===== src/rtl/adc_ctrl_pkg.sv =====
// register map, field positions, reset values and timing counts of the converter control bank
// assumes one core clock; the serial control pins are sampled as synchronous inputs
// Function
// - source field 7:6; 00 gives normal data
// - source 01 sends fixed built-in pattern
// - source 10 sends user pattern registers
// - lane bit clear: both lanes, half word period
// - lane bit set: lane one only, lane zero floats
// - bit 4 turns duty cycle fixer on
// - bit 3 set gives two's complement coding
// - dual lane, alignment clear: half word stagger
// - dual lane, alignment set: lane one one cycle late
// - bit 1 puts channel A to sleep
// - bit 0 puts channel B to sleep
// - first pattern register bits 5:0 are upper six
// - second pattern register bits 7:2 are lower six
// - fixed pattern is 101001100011, msb first
// - registers govern only while serial enable high
// - each register access is sixteen clocked bits
package adc_ctrl_pkg;
   // register addresses
   localparam logic [1:0] ADDR_CONTROL = 2'h0;
   localparam logic [1:0] ADDR_PAT_UPPER = 2'h1;
   localparam logic [1:0] ADDR_PAT_LOWER = 2'h2;
   // reset values
   localparam logic [7:0] CONTROL_RESET = 8'h08;
   localparam logic [7:0] PAT_UPPER_RESET = 8'h00;
   localparam logic [7:0] PAT_LOWER_RESET = 8'h00;
   // control register fields
   localparam int SRC_HI = 7;
   localparam int SRC_LO = 6;
   localparam int LANE_BIT = 5;
   localparam int FIXER_BIT = 4;
   localparam int CODING_BIT = 3;
   localparam int ALIGN_BIT = 2;
   localparam int SLEEP_A_BIT = 1;
   localparam int SLEEP_B_BIT = 0;
   // pattern register fields
   localparam int PAT_UPPER_MSB = 5;
   localparam int PAT_LOWER_MSB = 7;
   localparam int PAT_LOWER_LSB = 2;
   // output source codes
   localparam logic [1:0] SRC_NORMAL = 2'h0;
   localparam logic [1:0] SRC_FIXED = 2'h1;
   localparam logic [1:0] SRC_USER = 2'h2;
   localparam logic [1:0] SRC_RESERVED = 2'h3;
   localparam logic [11:0] FIXED_PATTERN = 12'ha63;
   // serial frame layout
   localparam logic [4:0] FRAME_BITS = 5'h10;
   localparam logic [4:0] FIRST_BYTE_BITS = 5'h08;
   localparam int RW_BIT = 15;
   localparam int ADDR_HI = 9;
   localparam int ADDR_LO = 8;
   // word timing in core clock cycles
   localparam logic [3:0] SINGLE_PERIOD = 4'hc;
   localparam logic [3:0] DUAL_PERIOD = 4'h6;
   localparam int STAGGER_DELAY = 3;
   localparam int ALIGN_DELAY = 1;
endpackage : adc_ctrl_pkg


===== src/rtl/adc_ctrl_regs.sv =====
// control register bank of the dual converter: serial control port, source select, word framing
// assumes serial pins are synchronous to core_clk and sclk is much slower than core_clk
`timescale 1ns/1ps
module adc_ctrl_regs import adc_ctrl_pkg::*; #(
   parameter int WORD_W = 12
) (
   input wire logic core_clk,
   input wire logic rst,
   input wire logic spi_en,
   input wire logic pin_test,
   input wire logic pin_lane_count,
   input wire logic pin_fixer_coding,
   input wire logic pin_align,
   input wire logic pin_sleep_a,
   input wire logic pin_sleep_b,
   input wire logic ctl_clk,
   input wire logic ctl_sel_n,
   input wire logic ctl_din,
   output logic ctl_dout,
   output logic ctl_dout_oe,
   input wire logic [WORD_W-1:0] sample_a,
   input wire logic [WORD_W-1:0] sample_b,
   output logic lane_zero_out_a,
   output logic lane_zero_oe_a,
   output logic lane_one_out_a,
   output logic lane_zero_out_b,
   output logic lane_zero_oe_b,
   output logic lane_one_out_b,
   output logic word_start,
   output logic duty_cycle_fixer_on,
   output logic chan_a_sleep,
   output logic chan_b_sleep
);
   typedef struct packed {
      logic [7:0] control;
      logic [7:0] pat_upper;
      logic [7:0] pat_lower;
      logic sclk_q;
      logic sel_q;
      logic [4:0] bit_cnt;
      logic [15:0] shreg;
      logic [7:0] rd_shift;
      logic dout;
      logic dout_oe;
      logic [3:0] word_cnt;
      logic load;
      logic [WORD_W-1:0] word_a;
      logic [WORD_W-1:0] word_b;
      logic fixer;
      logic sleep_a;
      logic sleep_b;
      logic dual;
      logic align;
   } ctrl_state_t;

   ctrl_state_t s;
   ctrl_state_t next_s;
   logic [1:0] eff_src;
   logic eff_coding;
   logic [3:0] period;
   logic [WORD_W-1:0] user_word;

   // register read mux; address 3 reads as zero
   function automatic logic [7:0] reg_read(input ctrl_state_t st, input logic [1:0] addr);
      logic [7:0] v;
      v = 8'h00;
      case (addr)
         ADDR_CONTROL: v = st.control;
         ADDR_PAT_UPPER: v = st.pat_upper;
         ADDR_PAT_LOWER: v = st.pat_lower;
         default: v = 8'h00;
      endcase
      return v;
   endfunction : reg_read

   // samples arrive offset binary; two's complement flips the msb
   function automatic logic [WORD_W-1:0] coded(input logic [WORD_W-1:0] x, input logic tc);
      return tc ? {~x[WORD_W-1], x[WORD_W-2:0]} : x;
   endfunction : coded

   // effective configuration: registers while serial enable is high, pins otherwise
   always_comb begin
      if (spi_en) begin
         case (s.control[SRC_HI:SRC_LO])
            SRC_FIXED: eff_src = SRC_FIXED;
            SRC_USER: eff_src = SRC_USER;
            default: eff_src = SRC_NORMAL;
         endcase
         eff_coding = s.control[CODING_BIT];
      end else begin
         eff_src = pin_test ? SRC_FIXED : SRC_NORMAL;
         eff_coding = pin_fixer_coding;
      end
   end

   assign period = s.dual ? DUAL_PERIOD : SINGLE_PERIOD;
   assign user_word = {s.pat_upper[PAT_UPPER_MSB:0],
                       s.pat_lower[PAT_LOWER_MSB:PAT_LOWER_LSB]};

   // serial control port and word framing
   always_comb begin
      logic rise;
      logic fall;
      logic [7:0] rd;
      rise = ctl_clk & ~s.sclk_q;
      fall = ~ctl_clk & s.sclk_q;
      rd = reg_read(s, s.shreg[ADDR_HI-8:ADDR_LO-8]);
      next_s = s;
      next_s.sclk_q = ctl_clk;
      next_s.sel_q = ctl_sel_n;
      if (!ctl_sel_n) begin
         next_s.dout_oe = 1'b1;
         if (s.sel_q) begin
            // fresh select starts a new frame
            next_s.bit_cnt = 5'h00;
         end else if (rise && s.bit_cnt != FRAME_BITS) begin
            next_s.shreg = {s.shreg[14:0], ctl_din};
            next_s.bit_cnt = s.bit_cnt + 5'h01;
         end
         // read data leaves on the falling edges of the second byte
         if (fall && s.bit_cnt == FIRST_BYTE_BITS) begin
            next_s.dout = rd[7];
            next_s.rd_shift = {rd[6:0], 1'b0};
         end else if (fall && s.bit_cnt > FIRST_BYTE_BITS && s.bit_cnt < FRAME_BITS) begin
            next_s.dout = s.rd_shift[7];
            next_s.rd_shift = {s.rd_shift[6:0], 1'b0};
         end
      end else begin
         next_s.dout_oe = 1'b0;
         next_s.dout = 1'b0;
         next_s.bit_cnt = 5'h00;
         // commit on deselect only after a full frame; short frames are dropped
         if (!s.sel_q && s.bit_cnt == FRAME_BITS && !s.shreg[RW_BIT]) begin
            case (s.shreg[ADDR_HI:ADDR_LO])
               ADDR_CONTROL: next_s.control = s.shreg[7:0];
               ADDR_PAT_UPPER: next_s.pat_upper = s.shreg[7:0];
               ADDR_PAT_LOWER: next_s.pat_lower = s.shreg[7:0];
               default: next_s.control = s.control;
            endcase
         end
      end
      // static configuration outputs
      next_s.fixer = spi_en ? s.control[FIXER_BIT] : pin_fixer_coding;
      next_s.sleep_a = spi_en ? s.control[SLEEP_A_BIT] : pin_sleep_a;
      next_s.sleep_b = spi_en ? s.control[SLEEP_B_BIT] : pin_sleep_b;
      next_s.dual = spi_en ? ~s.control[LANE_BIT] : ~pin_lane_count;
      // alignment is meaningless in single lane; the host keeps it clear there
      next_s.align = spi_en ? s.control[ALIGN_BIT] : pin_align;
      // word boundary: period follows lane count, and a period change restarts cleanly
      next_s.load = 1'b0;
      if (s.word_cnt >= period - 4'h1) begin
         next_s.word_cnt = 4'h0;
         next_s.load = 1'b1;
         case (eff_src)
            SRC_FIXED: begin
               next_s.word_a = FIXED_PATTERN;
               next_s.word_b = FIXED_PATTERN;
            end
            SRC_USER: begin
               next_s.word_a = user_word;
               next_s.word_b = user_word;
            end
            default: begin
               // a sleeping channel sends zeros instead of stale pipeline data
               next_s.word_a = s.sleep_a ? '0 : coded(sample_a, eff_coding);
               next_s.word_b = s.sleep_b ? '0 : coded(sample_b, eff_coding);
            end
         endcase
      end else begin
         next_s.word_cnt = s.word_cnt + 4'h1;
      end
   end

   always_ff @(posedge core_clk or posedge rst) begin
      if (rst) begin
         s <= '0;
         s.control <= CONTROL_RESET;
         s.pat_upper <= PAT_UPPER_RESET;
         s.pat_lower <= PAT_LOWER_RESET;
         s.sel_q <= 1'b1;
      end else begin
         s <= next_s;
      end
   end

   // one serializer per channel
   logic [WORD_W-1:0] ch_word [2];
   logic [1:0] ch_l0;
   logic [1:0] ch_oe;
   logic [1:0] ch_l1;
   assign ch_word[0] = s.word_a;
   assign ch_word[1] = s.word_b;

   for (genvar ch = 0; ch < 2; ch++) begin : g_chan
      lane_serializer #(.WORD_W(WORD_W)) u_ser (
         .core_clk(core_clk),
         .rst(rst),
         .load(s.load),
         .word(ch_word[ch]),
         .dual(s.dual),
         .align(s.align),
         .lane0_bit(ch_l0[ch]),
         .lane0_oe(ch_oe[ch]),
         .lane1_bit(ch_l1[ch])
      );
   end

   // outputs straight from flops
   assign ctl_dout = s.dout;
   assign ctl_dout_oe = s.dout_oe;
   assign lane_zero_out_a = ch_l0[0];
   assign lane_zero_oe_a = ch_oe[0];
   assign lane_one_out_a = ch_l1[0];
   assign lane_zero_out_b = ch_l0[1];
   assign lane_zero_oe_b = ch_oe[1];
   assign lane_one_out_b = ch_l1[1];
   assign word_start = s.load;
   assign duty_cycle_fixer_on = s.fixer;
   assign chan_a_sleep = s.sleep_a;
   assign chan_b_sleep = s.sleep_b;
endmodule : adc_ctrl_regs


===== src/rtl/lane_serializer.sv =====
// one channel's word serializer onto two lanes
// assumes a one-cycle load pulse at each word boundary from the control bank
`timescale 1ns/1ps
module lane_serializer import adc_ctrl_pkg::*; #(
   parameter int WORD_W = 12
) (
   input wire logic core_clk,
   input wire logic rst,
   input wire logic load,
   input wire logic [WORD_W-1:0] word,
   input wire logic dual,
   input wire logic align,
   output logic lane0_bit,
   output logic lane0_oe,
   output logic lane1_bit
);
   localparam int HALF = WORD_W / 2;

   typedef struct packed {
      logic [WORD_W-1:0] sh1;
      logic [HALF-1:0] sh0;
      logic [STAGGER_DELAY-1:0] dly;
      logic out0;
      logic oe0;
      logic out1;
   } ser_state_t;

   ser_state_t s;
   ser_state_t next_s;

   // split, shift and delay; lane one gets the odd bits in dual mode
   always_comb begin
      logic [HALF-1:0] odd;
      logic [HALF-1:0] even;
      logic raw;
      odd = '0;
      even = '0;
      raw = s.sh1[WORD_W-1];
      next_s = s;
      for (int i = 0; i < HALF; i++) begin
         odd[i] = word[2*i+1];
         even[i] = word[2*i];
      end
      next_s.dly = {s.dly[STAGGER_DELAY-2:0], raw};
      if (load) begin
         if (dual) begin
            next_s.sh1 = {odd, {HALF{1'b0}}};
            next_s.sh0 = even;
         end else begin
            next_s.sh1 = word;
            next_s.sh0 = '0;
         end
      end else begin
         next_s.sh1 = {s.sh1[WORD_W-2:0], 1'b0};
         next_s.sh0 = {s.sh0[HALF-2:0], 1'b0};
      end
      // lane zero is released in single lane mode
      next_s.oe0 = dual;
      next_s.out0 = dual & s.sh0[HALF-1];
      // stagger by half a word, or align with one extra cycle on lane one
      if (!dual) begin
         next_s.out1 = raw;
      end else if (align) begin
         next_s.out1 = s.dly[ALIGN_DELAY-1];
      end else begin
         next_s.out1 = s.dly[STAGGER_DELAY-1];
      end
   end

   always_ff @(posedge core_clk or posedge rst) begin
      if (rst) begin
         s <= '0;
      end else begin
         s <= next_s;
      end
   end

   assign lane0_bit = s.out0;
   assign lane0_oe = s.oe0;
   assign lane1_bit = s.out1;
endmodule : lane_serializer


===== config.mk =====
export PLATFORM = sky130hd
export DESIGN_NAME = adc_ctrl_regs
export DESIGN_NICKNAME = d
export VERILOG_FILES = /design/src/rtl/adc_ctrl_pkg.sv /design/src/rtl/adc_ctrl_regs.sv /design/src/rtl/lane_serializer.sv
export SDC_FILE = /design/constraint.sdc
export NUM_CORES = 1
export LEC_CHECK = 0
export BUFFER_PORTS_ARGS = -buffer_cell sky130_fd_sc_hd__buf_2
export CORE_MARGIN = 2
export CORE_UTILIZATION = 65
export CTS_BUF_LIST = sky130_fd_sc_hd__clkbuf_4 sky130_fd_sc_hd__clkbuf_8
export DETAILED_ROUTE_END_ITERATION = 12
export PLACE_DENSITY = 0.86
export REMOVE_ABC_BUFFERS = 1
export SKIP_LAST_GASP = 1
export SLEW_MARGIN = 10
export SYNTH_ARGS = -nofsm -noshare
export SYNTH_HDL_FRONTEND = slang
export SYNTH_SLANG_ARGS = --single-unit
export TNS_END_PERCENT = 1

===== constraint.sdc =====
create_clock -name core_clk -period 10.43 [get_ports core_clk]
set_clock_uncertainty 0.2 [all_clocks]
set_input_delay 0.5215 -clock core_clk [delete_from_list [all_inputs] [get_ports core_clk]]
set_output_delay 0.5215 -clock core_clk [all_outputs]
set_load 0.005 [all_outputs]

==> impl_metrics.py, run 1 <==
metrics = {
    "place": {
        "dpl.hpwl_um": 8095,
        "place_area_um2": 6092,
        "io_buffers": 47,
        "gp_congestion": 0.8462,
        "placed_cells": 647,
    },
    "routing": {
        "drt-wirelength-per-cell_um": 18.32,
        "vias_per_cell": 5.871,
        "routed.top_layer": "met4",
        "wl_met2_um": 6414,
        "drt_wl_total_um": 12490,
        "wl_met3_um": 605,
        "dr.first_iter.drc_count": 214,
        "route.layer.met1.wl_um": 5091,
        "firstDrtPassIters": 5,
        "vias": 4004,
        "ant_nets": 0,
        "drc": 0,
    },
    "sta": {
        "tns_ns": 0,
        "hold_viol": 0,
        "fmax_ghz": 0.3682,
        "slew_violations": 0,
        "setup_viol": 0,
        "min_period_ns": 2.716,
        "worst_pin_slew_ns": 1.029,
        "period_share": 0.2604,
        "slew_headroom": 0.3139,
        "rsz0062_at_grt": "false",
    },
    "die": {
        "start_util": 0.6688,
        "die-width_um": 98.50,
        "core_area_um2": 8678,
        "row_count": 34,
        "die_area_um2": 9701,
        "io_pins": 48,
        "chipHeight_um": 98.50,
    },
    "yosys": {
        "synth_top_family_by_area": "multiplexers",
        "seq_area_frac_synth": 0.5911,
        "synth_fa_ha_area_frac": 0.01725,
        "netlist_instances": 516,
        "synth_area_um2": 5804,
        "synth_edf_count": 0,
        "ys_ff_latch": 137,
        "synthDominantCellAreaShare": 0.5820,
        "muxShareOfSynthArea": 0.1289,
        "synth_cell_types": 35,
        "synth_compound_area_frac": 0.1063,
        "yosys-top-cells-area": "dfrtp_1 58%, mux2_2 8.9%, a21oi_1 4.8%",
        "synth.most_common_cell": "dfrtp_1",
        "async_flop_share": 1.000,
        "yosysWarnings": 0,
        "syn_area_per_cell_um2": 11.25,
        "synth_top_cell_by_area": "dfrtp_1",
        "yosys.area_share.simple": 0.1033,
        "ys.flop_type": "dfrtp_1",
        "synthXorXnorAreaFrac": 0.01207,
        "synthTopCellsByCount": "135 x dfrtp_1, 62 x nor2_1, 56 x a21oi_1, 46 x mux2_2, 34 x nand2_1",
    },
    "global_route": {
        "antenna_found_initial": 0,
        "grt_max_degree": 87,
        "grt_pass1_vias": 4109,
        "grt_pass1_wl_um": 20220,
        "gr-total-overflow": 0,
        "track_usage": 0.2718,
    },
    "worst_setup_path": {
        "path_cells": "nand3b_1 > o21a_1 > ha_1 > nor2b_1 > a21oi_1 > a21oi_1",
        "path_common_cell": "a21oi_1",
        "critical_path_arrival_ns": 2.88,
        "critPathKind": "reg -> reg",
        "required_ns": 10.59,
        "setup.worst_path.end_class": "flip-flop",
        "worstPathMaxFanout": 12,
        "slowest_delay_ns": 0.83,
        "critPathSlowestCell": "nor2b_1",
        "start_kind": "flip-flop",
    },
    "min_path": {
        "hold_class": "in -> reg",
    },
    "pwr": {
        "leakage_uw": 0.003130,
        "p_per_area_nw_per_um2": 243.2,
        "ir_drop_mv": 0.1384,
    },
    "finish": {
        "diodes": 0,
        "stdcell_count": 682,
        "final_area_um2": 6614,
        "drive_gt1_frac": 0.2439,
        "fin_nets": 605,
        "final_core_util": 0.7621,
        "areaGrowthSynthToFinish_pct": 13.95,
        "fillCellCount": 531,
    },
    "cts": {
        "cts_made_buffers": 17,
        "post_cts_resized": 0,
        "post_cts_buffers": 0,
        "postCtsHoldBufs": 2,
        "numClockSinks": 137,
        "clock_path_buffers": 2,
        "cts_tree": "yes",
        "path_clk_slew_ns": 0.08,
        "cts_root_buf": "clkbuf_8",
        "htree_num_levels": 4,
        "clk_latency_ns": 0.46,
    },
    "flow_run": {
        "cap_violations": 0,
    },
    "run_status": {
        "status": "finished, final reports clean",
    },
}
-- power breakdown --
group          total [uW]  leakage [uW]  switching [uW]  internal, uW
registers             769       0.00175            99.8           669
clock network         511      0.000230             211           300
logic                 329       0.00115             193           136
-- worst max-delay path: cells and delay by family, from the launching register on --
| family | cells | cell delay, ns |
|---|---|---|
| AOI/OAI and AO/OA | 3 | 0.58 |
| adders and majority gates | 1 | 0.42 |
| DFF | 1 | 0.44 |
| and+or+nand+nor | 2 | 1.01 |
-- through the flow --
| step | total power (uW) | hold WS [ns] | setup WS, ns |
|---|---|---|---|
| 2_1_floorplan | 966.1 | 0.1312 | 6.044 |
| 3_3_place_gp | 1052 | 0.1337 | 7.727 |
| 3_5_place_dp | 1075 | 0.1426 | 7.592 |
| 4_1_cts | 1589 | 0.02627 | 7.780 |
| 5_1_grt | 1698 | 0.02222 | 7.570 |
| 6_report | 1608 | 0.03968 | 7.714 |
-- final timing paths --
check | from | to | slack [ns] | depth (start not counted)
max reg2reg | s[90] | ch_word[5] | 7.71 | 6
max | s[90] | ch_word[5] | 7.71 | 6
min in group asynchronous | rst | ch_word[12] | 0.50 | 3
min reg2reg | g_chan[1].u_ser.next_s[5] | g_chan[1].u_ser.s[5] | 0.16 | 0
max in group asynchronous | rst | ch_word[3] | 8.06 | 4
min | ctl_clk | s[66] | 0.04 | 1
-- kinds of logic (layout without fill, tap and decap cells) --
| family | count (synthesis) | after routing |
|---|---|---|
| DFF | 137 | 137 |
| buffers and inverters | 58 | 116 |
| muxes | 69 | 69 |
| xor gates and xnor gates | 8 | 8 |
| AOI/OAI and AO/OA | 112 | 112 |
| adders and majority gates | 8 | 8 |
| and+or+nand+nor | 124 | 124 |
-- final cells by class --
cell class | instances | area [um2] | share of cell area
sequential | 137 | 3431 | 0.5187
tap | 108 | 135.1 | 0.02043
clock buffer | 19 | 261.5 | 0.03954
timing repair buffer | 54 | 312.8 | 0.04729
clock inverter | 13 | 212.7 | 0.03216
inverter | 30 | 115.1 | 0.01740
multi-input combinational | 321 | 2146 | 0.3244
-- cells in the final DEF (no fill, tap or decap), types with 2 or more instances in the layout --
cell and n:
a211oi_1 7, or2_2 2, buf_4 4, bufinv_16 5, clkinvlp_4 3, inv_6 4
ha_1 8, a22oi_1 12, dlygate4sd3_1 2, dfstp_2 2, nand3_1 4, xnor2_1 5
nor2b_1 7, and2_1 4, nand3b_1 3, nor2_1 62, xor2_1 3, a21oi_1 56
mux2i_1 23, mux2_2 46, nand2_1 34, inv_1 29, o21ai_0 32, clkbuf_8 19
buf_2 47, o22ai_1 2, dfrtp_1 135
-- metal layers --
layer / track usage / up-vias
met5: 0 / -
met4: 0.1380 / 0
met3: 0.07518 / 36
met2: 0.4375 / 129
met1: 0.3414 / 1994
li1: - / 1845
-- registers in the layout, summed over array words and instances (netlist names) --
name,flops
s,60
g_chan.u_ser.s,36
ch_word,24
g_chan.u_ser.next_s,6
g_chan.u_ser.lane0_bit,2
g_chan.u_ser.lane1_bit,2
chan_a_sleep,1
chan_b_sleep,1
ctl_dout,1
ctl_dout_oe,1
duty_cycle_fixer_on,1
g_chan.u_ser.lane0_oe,1
word_start,1
No activity file was read; power rests on OpenSTA's default activity.
==> run 2, diff against run 1 <==
- ABC_AREA: unset -> 1
- CORE_UTILIZATION: 65 -> 62
- PLACE_DENSITY: 0.86 -> 0.82
- clock period: 10.43 -> 2.7 ns (I/O delays scaled with it)
==> impl_metrics.py, run 2 <==
metrics = {
    "pwr": {
        "ir_drop_mv": 0.5352,
        "leakage_uw": 0.003852,
        "p_per_area_nw_per_um2": 790.4,
        "power.total_uw": 5695,
    },
    "yosys": {
        "synth_area_um2": 6072,
        "synth_edf_count": 0,
        "synthDominantCellAreaShare": 0.5564,
        "netlist_instances": 707,
        "syn_area_per_cell_um2": 8.589,
        "yosys-top-cells-area": "dfrtp_1 56%, nand2_1 16%, nand3_1 5.1%",
        "synthTopCellsByCount": "254 x nand2_1, 135 x dfrtp_1, 71 x inv_1, 62 x nand3_1, 52 x o21ai_0",
        "synth_cell_types": 30,
        "synth_top_cell_by_area": "dfrtp_1",
        "yosysWarnings": 0,
        "seq_area_frac_synth": 0.5650,
        "async_flop_share": 1.000,
        "synth.most_common_cell": "nand2_1",
        "ys_ff_latch": 137,
        "ys.flop_type": "dfrtp_1",
    },
    "die": {
        "io_pins": 48,
        "core_area_um2": 9639,
        "row_count": 36,
        "die-width_um": 103.0,
        "start_util": 0.6299,
        "die_area_um2": 10600,
        "chipHeight_um": 103.0,
    },
    "sta": {
        "hold_viol": 0,
        "setup_viol": 0,
        "min_period_ns": 2.467,
        "worst_pin_slew_ns": 0.8875,
        "fin_ws_ns": 0.2327,
        "slew_headroom": 0.4077,
        "fmax_ghz": 0.4053,
        "rsz0062_at_grt": "false",
        "period_share": 0.9138,
        "slew_violations": 0,
        "tns_ns": 0,
    },
    "worst_setup_path": {
        "worstPathMaxFanout": 14,
        "required_ns": 2.88,
        "path_common_cell": "nand2_1",
        "critPathSlowestCell": "nor2_1",
        "path_cells": "inv_1 > nand3_1 > o21ai_0 > inv_1 > ha_1 > inv_1 > nor2_1 > nand2_1 > nand2_1 > nand2_1 > nand2_1",
        "start_kind": "flip-flop",
        "slowest_delay_ns": 0.61,
        "critical_path_arrival_ns": 2.64,
        "critPathKind": "reg -> reg",
        "setup.worst_path.end_class": "flip-flop",
    },
    "finish": {
        "final_core_util": 0.7475,
        "stdcell_count": 936,
        "layout_common_cells": "254 x nand2_1, 135 x dfrtp_1, 70 x inv_1",
        "diodes": 0,
        "final_common_cell": "nand2_1",
        "largest-register": "s",
        "fin_nets": 834,
        "areaGrowthSynthToFinish_pct": 18.67,
        "largest_reg_flops": 60,
        "drive_gt1_frac": 0.1295,
    },
    "global_route": {
        "grt_pass1_wl_um": 23350,
        "gr-total-overflow": 0,
        "grt_pass1_vias": 4966,
        "antenna_found_initial": 0,
        "track_usage": 0.2910,
        "grt_max_degree": 51,
    },
    "run_status": {
        "status": "finished, final reports clean",
    },
    "routing": {
        "vias": 5075,
        "drt-wirelength-per-cell_um": 15.01,
        "dr.first_iter.drc_count": 256,
        "firstDrtPassIters": 6,
        "drc": 0,
        "vias_per_cell": 5.422,
        "drt_wl_total_um": 14050,
        "ant_nets": 0,
    },
    "cts": {
        "numClockSinks": 137,
        "htree_num_levels": 4,
        "clock_path_buffers": 2,
        "cts_made_buffers": 17,
        "cts_tree": "yes",
        "path_clk_slew_ns": 0.08,
        "post_cts_resized": 0,
        "clk_latency_ns": 0.44,
        "cts_root_buf": "clkbuf_8",
    },
    "min_path": {
        "hold_class": "in -> reg",
    },
    "place": {
        "placed_cells": 862,
        "post-place-ws_ns": 0.3866,
        "io_buffers": 47,
        "gp_congestion": 0.8977,
        "dpl.hpwl_um": 8896,
    },
    "flow_run": {
        "cap_violations": 0,
    },
}
## run 2: final cells by class
type,instances,area [um2]
sequential,137,3431
fill,666,2434
multi-input combinational,466,2206
timing repair buffer,95,713.2
inverter,73,276.5
clock buffer,20,262.8
tap,133,166.4
clock inverter,12,150.1
## run 2: path summary, 6_finish.rpt
kind | start | to | slack [ns] | depth (start not counted)
hold / removal | spi_en | ch_word[11] | 0.11 | 7
setup reg to reg | s[90] | ch_word[21] | 0.23 | 11
min in group asynchronous | rst | s[71] | 0.13 | 3
hold reg to reg | g_chan[1].u_ser.next_s[5] | g_chan[1].u_ser.s[5] | 0.15 | 0
max in group asynchronous | rst | s[65] | 1.37 | 4
setup / recovery | s[90] | ch_word[21] | 0.23 | 11
## run 2: worst max-delay path: cells and delay by family (launching register included)
kind | cells | cell delay [ns]
AOI/OAI and AO/OA | 1 | 0.12
and+or+nand+nor | 6 | 1.10
DFF | 1 | 0.41
adders and majority gates | 1 | 0.28
buffers and inverters | 3 | 0.32
## run 2: report_power, final
part,switching (uW),internal [uW],total (uW)
Combinational,770,433,1200
Sequential,259,2500,2760
Clock,783,953,1740
## run 2: logic make-up (layout without fill, tap and decap cells)
group                      after synthesis  count (layout)  share of synthesized area
and+or+nand+nor                        370             370                     0.2576
AOI/OAI and AO/OA                       83              83                    0.08181
adders and majority gates                8               8                    0.01649
buffers and inverters                  104             200                    0.07171
DFF                                    137             137                     0.5650
muxes                                    1               1                   0.001649
xor gates and xnor gates                 4               4                   0.005771
## run 2: timing repair
| item | 4_1_cts | 5_1_grt |
|---|---|---|
| hold buffers | 42 | 0 |
| hold endpoints to repair | 89 | 0 |
| setup endpoints to repair | 0 | 0 |
| buffers inserted | 0 | 0 |
## run 2: metal layers
layer  vias up  track usage  share of wire
li1       2422            -              -
met1      2409       0.3609           0.40
met2       199       0.4775           0.50
met4         0       0.1417          0.041
met5         -            0              0
met3        45      0.07458          0.055
## run 2: through the flow
stage / hold slack (ns) / instance area, um2
floorplan: -0.06052 / 5911
global placement: 0.05221 / 6372
detailed placement: 0.06747 / 6372
CTS: 0.06896 / 7206
global route: 0.1609 / 7206
finish: 0.1054 / 7206
==> run 3, diff against run 2 <==
- MAX_ROUTING_LAYER: unset -> met4
==> impl_metrics.py, run 3 (synthesized netlist as in run 2, its figures left out) <==
metrics = {
    "sta": {
        "worst_pin_slew_ns": 0.8212,
        "fmax_ghz": 0.3959,
        "rsz0062_at_grt": "false",
        "tns_ns": 0,
        "min_period_ns": 2.526,
        "setup_viol": 0,
        "hold_viol": 0,
        "period_share": 0.9355,
        "fin_hold_ws_ns": 0.1245,
        "slew_violations": 0,
        "slew_headroom": 0.4520,
    },
    "cts": {
        "path_clk_slew_ns": 0.07,
        "htree_num_levels": 4,
        "cts_made_buffers": 17,
        "numClockSinks": 137,
        "clk_latency_ns": 0.46,
        "cts_root_buf": "clkbuf_8",
        "clock_path_buffers": 2,
        "cts_tree": "yes",
    },
    "finish": {
        "drive_gt1_frac": 0.1250,
        "fin_nets": 834,
        "largest_reg_flops": 60,
        "areaGrowthSynthToFinish_pct": 18.69,
        "largest-register": "s",
        "fillCellCount": 686,
        "stdcell_count": 934,
        "layout_common_cells": "254 x nand2_1, 135 x dfrtp_1, 70 x inv_1",
        "final_core_util": 0.7477,
        "final_common_cell": "nand2_1",
    },
    "die": {
        "core_area_um2": 9639,
        "start_util": 0.6299,
        "die_area_um2": 10600,
        "io_pins": 48,
        "chipHeight_um": 103.0,
        "die-width_um": 103.0,
        "row_count": 36,
    },
    "worst_setup_path": {
        "start_kind": "flip-flop",
        "setup.worst_path.end_class": "flip-flop",
        "required_ns": 2.90,
        "worstPathMaxFanout": 14,
        "critical_path_arrival_ns": 2.73,
        "critPathKind": "reg -> reg",
    },
    "routing": {
        "dr.first_iter.drc_count": 241,
        "vias_per_cell": 5.469,
        "drt-wirelength-per-cell_um": 14.89,
        "drt_wl_total_um": 13900,
        "drc": 0,
        "ant_nets": 0,
        "vias": 5108,
        "firstDrtPassIters": 4,
    },
    "pwr": {
        "combinationalPowerShare": 0.212,
        "p_per_area_nw_per_um2": 789.2,
        "ir_drop_mv": 0.7722,
        "seq_power_share": 0.482,
        "power.switching_uw": 1767,
        "power.total_uw": 5688,
        "leakage_uw": 0.003851,
        "intPower_uw": 3921,
        "p_sw_frac": 0.3107,
        "clock_power_share": 0.306,
    },
    "place": {
        "io_buffers": 47,
        "dpl.hpwl_um": 8878,
        "gp_congestion": 0.9264,
        "placed_cells": 861,
    },
    "global_route": {
        "grt_pass1_vias": 5110,
        "gr-total-overflow": 0,
        "grt_pass1_wl_um": 23460,
        "track_usage": 0.3015,
        "grt_max_degree": 79,
        "antenna_found_initial": 0,
    },
    "flow_run": {
        "cap_violations": 0,
    },
    "run_status": {
        "status": "finished, final reports clean",
    },
    "min_path": {
        "hold_class": "in -> reg",
    },
}
==> run 3: cell count changes in the layout (fill, tap and decap cells not counted), sizes merged <==
cell,before,now
buf,53,52
clkbuf,20,21
clkinv,7,4
clkinvlp,3,2
diode,0,1
dlygate4sd3,42,43
==> run 3: worst max-delay path: stages, from the launching register on <==
cell and delay (ns):
dfrtp_1 0.39, inv_1 0.08, nand3_1 0.06, o21ai_0 0.12, inv_1 0.09, ha_1 0.30
inv_1 0.15, nor2_1 0.60, nand2_1 0.17, nand2_1 0.15, nand2_1 0.09, nand2_1 0.08
==> run 3: metrics by stage <==
stage	setup WS (ns)	area, um2
after floorplan	-1.300	5911
after global placement	0.4596	6365
after detailed placement	0.3853	6365
after CTS	0.3310	7204
after global routing	0.009864	7204
final	0.1742	7207
==> run 3: worst paths after layout <==
check                                          start               endpoint  slack (ns)  cells after the start
min reg2reg                g_chan[1].u_ser.next_s[5]   g_chan[1].u_ser.s[5]        0.15                      0
max in group asynchronous                        rst  g_chan[1].u_ser.s[14]        0.95                      5
min in group asynchronous                        rst                  s[72]        0.57                      4
max                                            s[90]            ch_word[22]        0.17                     11
max reg2reg                                    s[90]            ch_word[22]        0.17                     11
min                                           spi_en            ch_word[11]        0.12                      7
==> run 3: power groups by stage <==
stage / Combinational, uW / Clock [uW] / Sequential, uW
2_1_floorplan: 806 / 0 / 2700
3_3_place_gp: 1080 / 0 / 2770
3_5_place_dp: 1120 / 0 / 2770
4_1_cts: 1190 / 1750 / 2740
5_1_grt: 1410 / 1840 / 2790
6_report: 1210 / 1740 / 2740
==> run 3: timing repair <==
action,in CTS,in global routing
gates resized for setup,0,0
hold endpoints to repair,179,0
buffers inserted,0,0
hold buffers,43,0
==> run 3: routing by layer <==
| layer | part of all wire | GRT usage | wire, um | up-vias |
|---|---|---|---|---|
| met3 | 0.050 | 0.06847 | 696 | 71 |
| met4 | 0.054 | 0.1812 | 752 | 0 |
| li1 | - | - | - | 2417 |
| met2 | 0.50 | 0.4800 | 6905 | 191 |
| met1 | 0.40 | 0.3492 | 5549 | 2429 |
| met5 | 0 | - | 0 | - |
==> run 3: layout make-up <==
cell class	instances	area, um2	share of cell area
Clock inverter	8	120.1	0.01667
Antenna cell	1	2.502	0.0003472
Tap cell	133	166.4	0.02309
Clock buffer	21	289.0	0.04010
Inverter	73	276.5	0.03837
Multi-Input combinational cell	466	2206	0.3061
Sequential cell	137	3431	0.4760
Timing Repair Buffer	95	715.7	0.09931
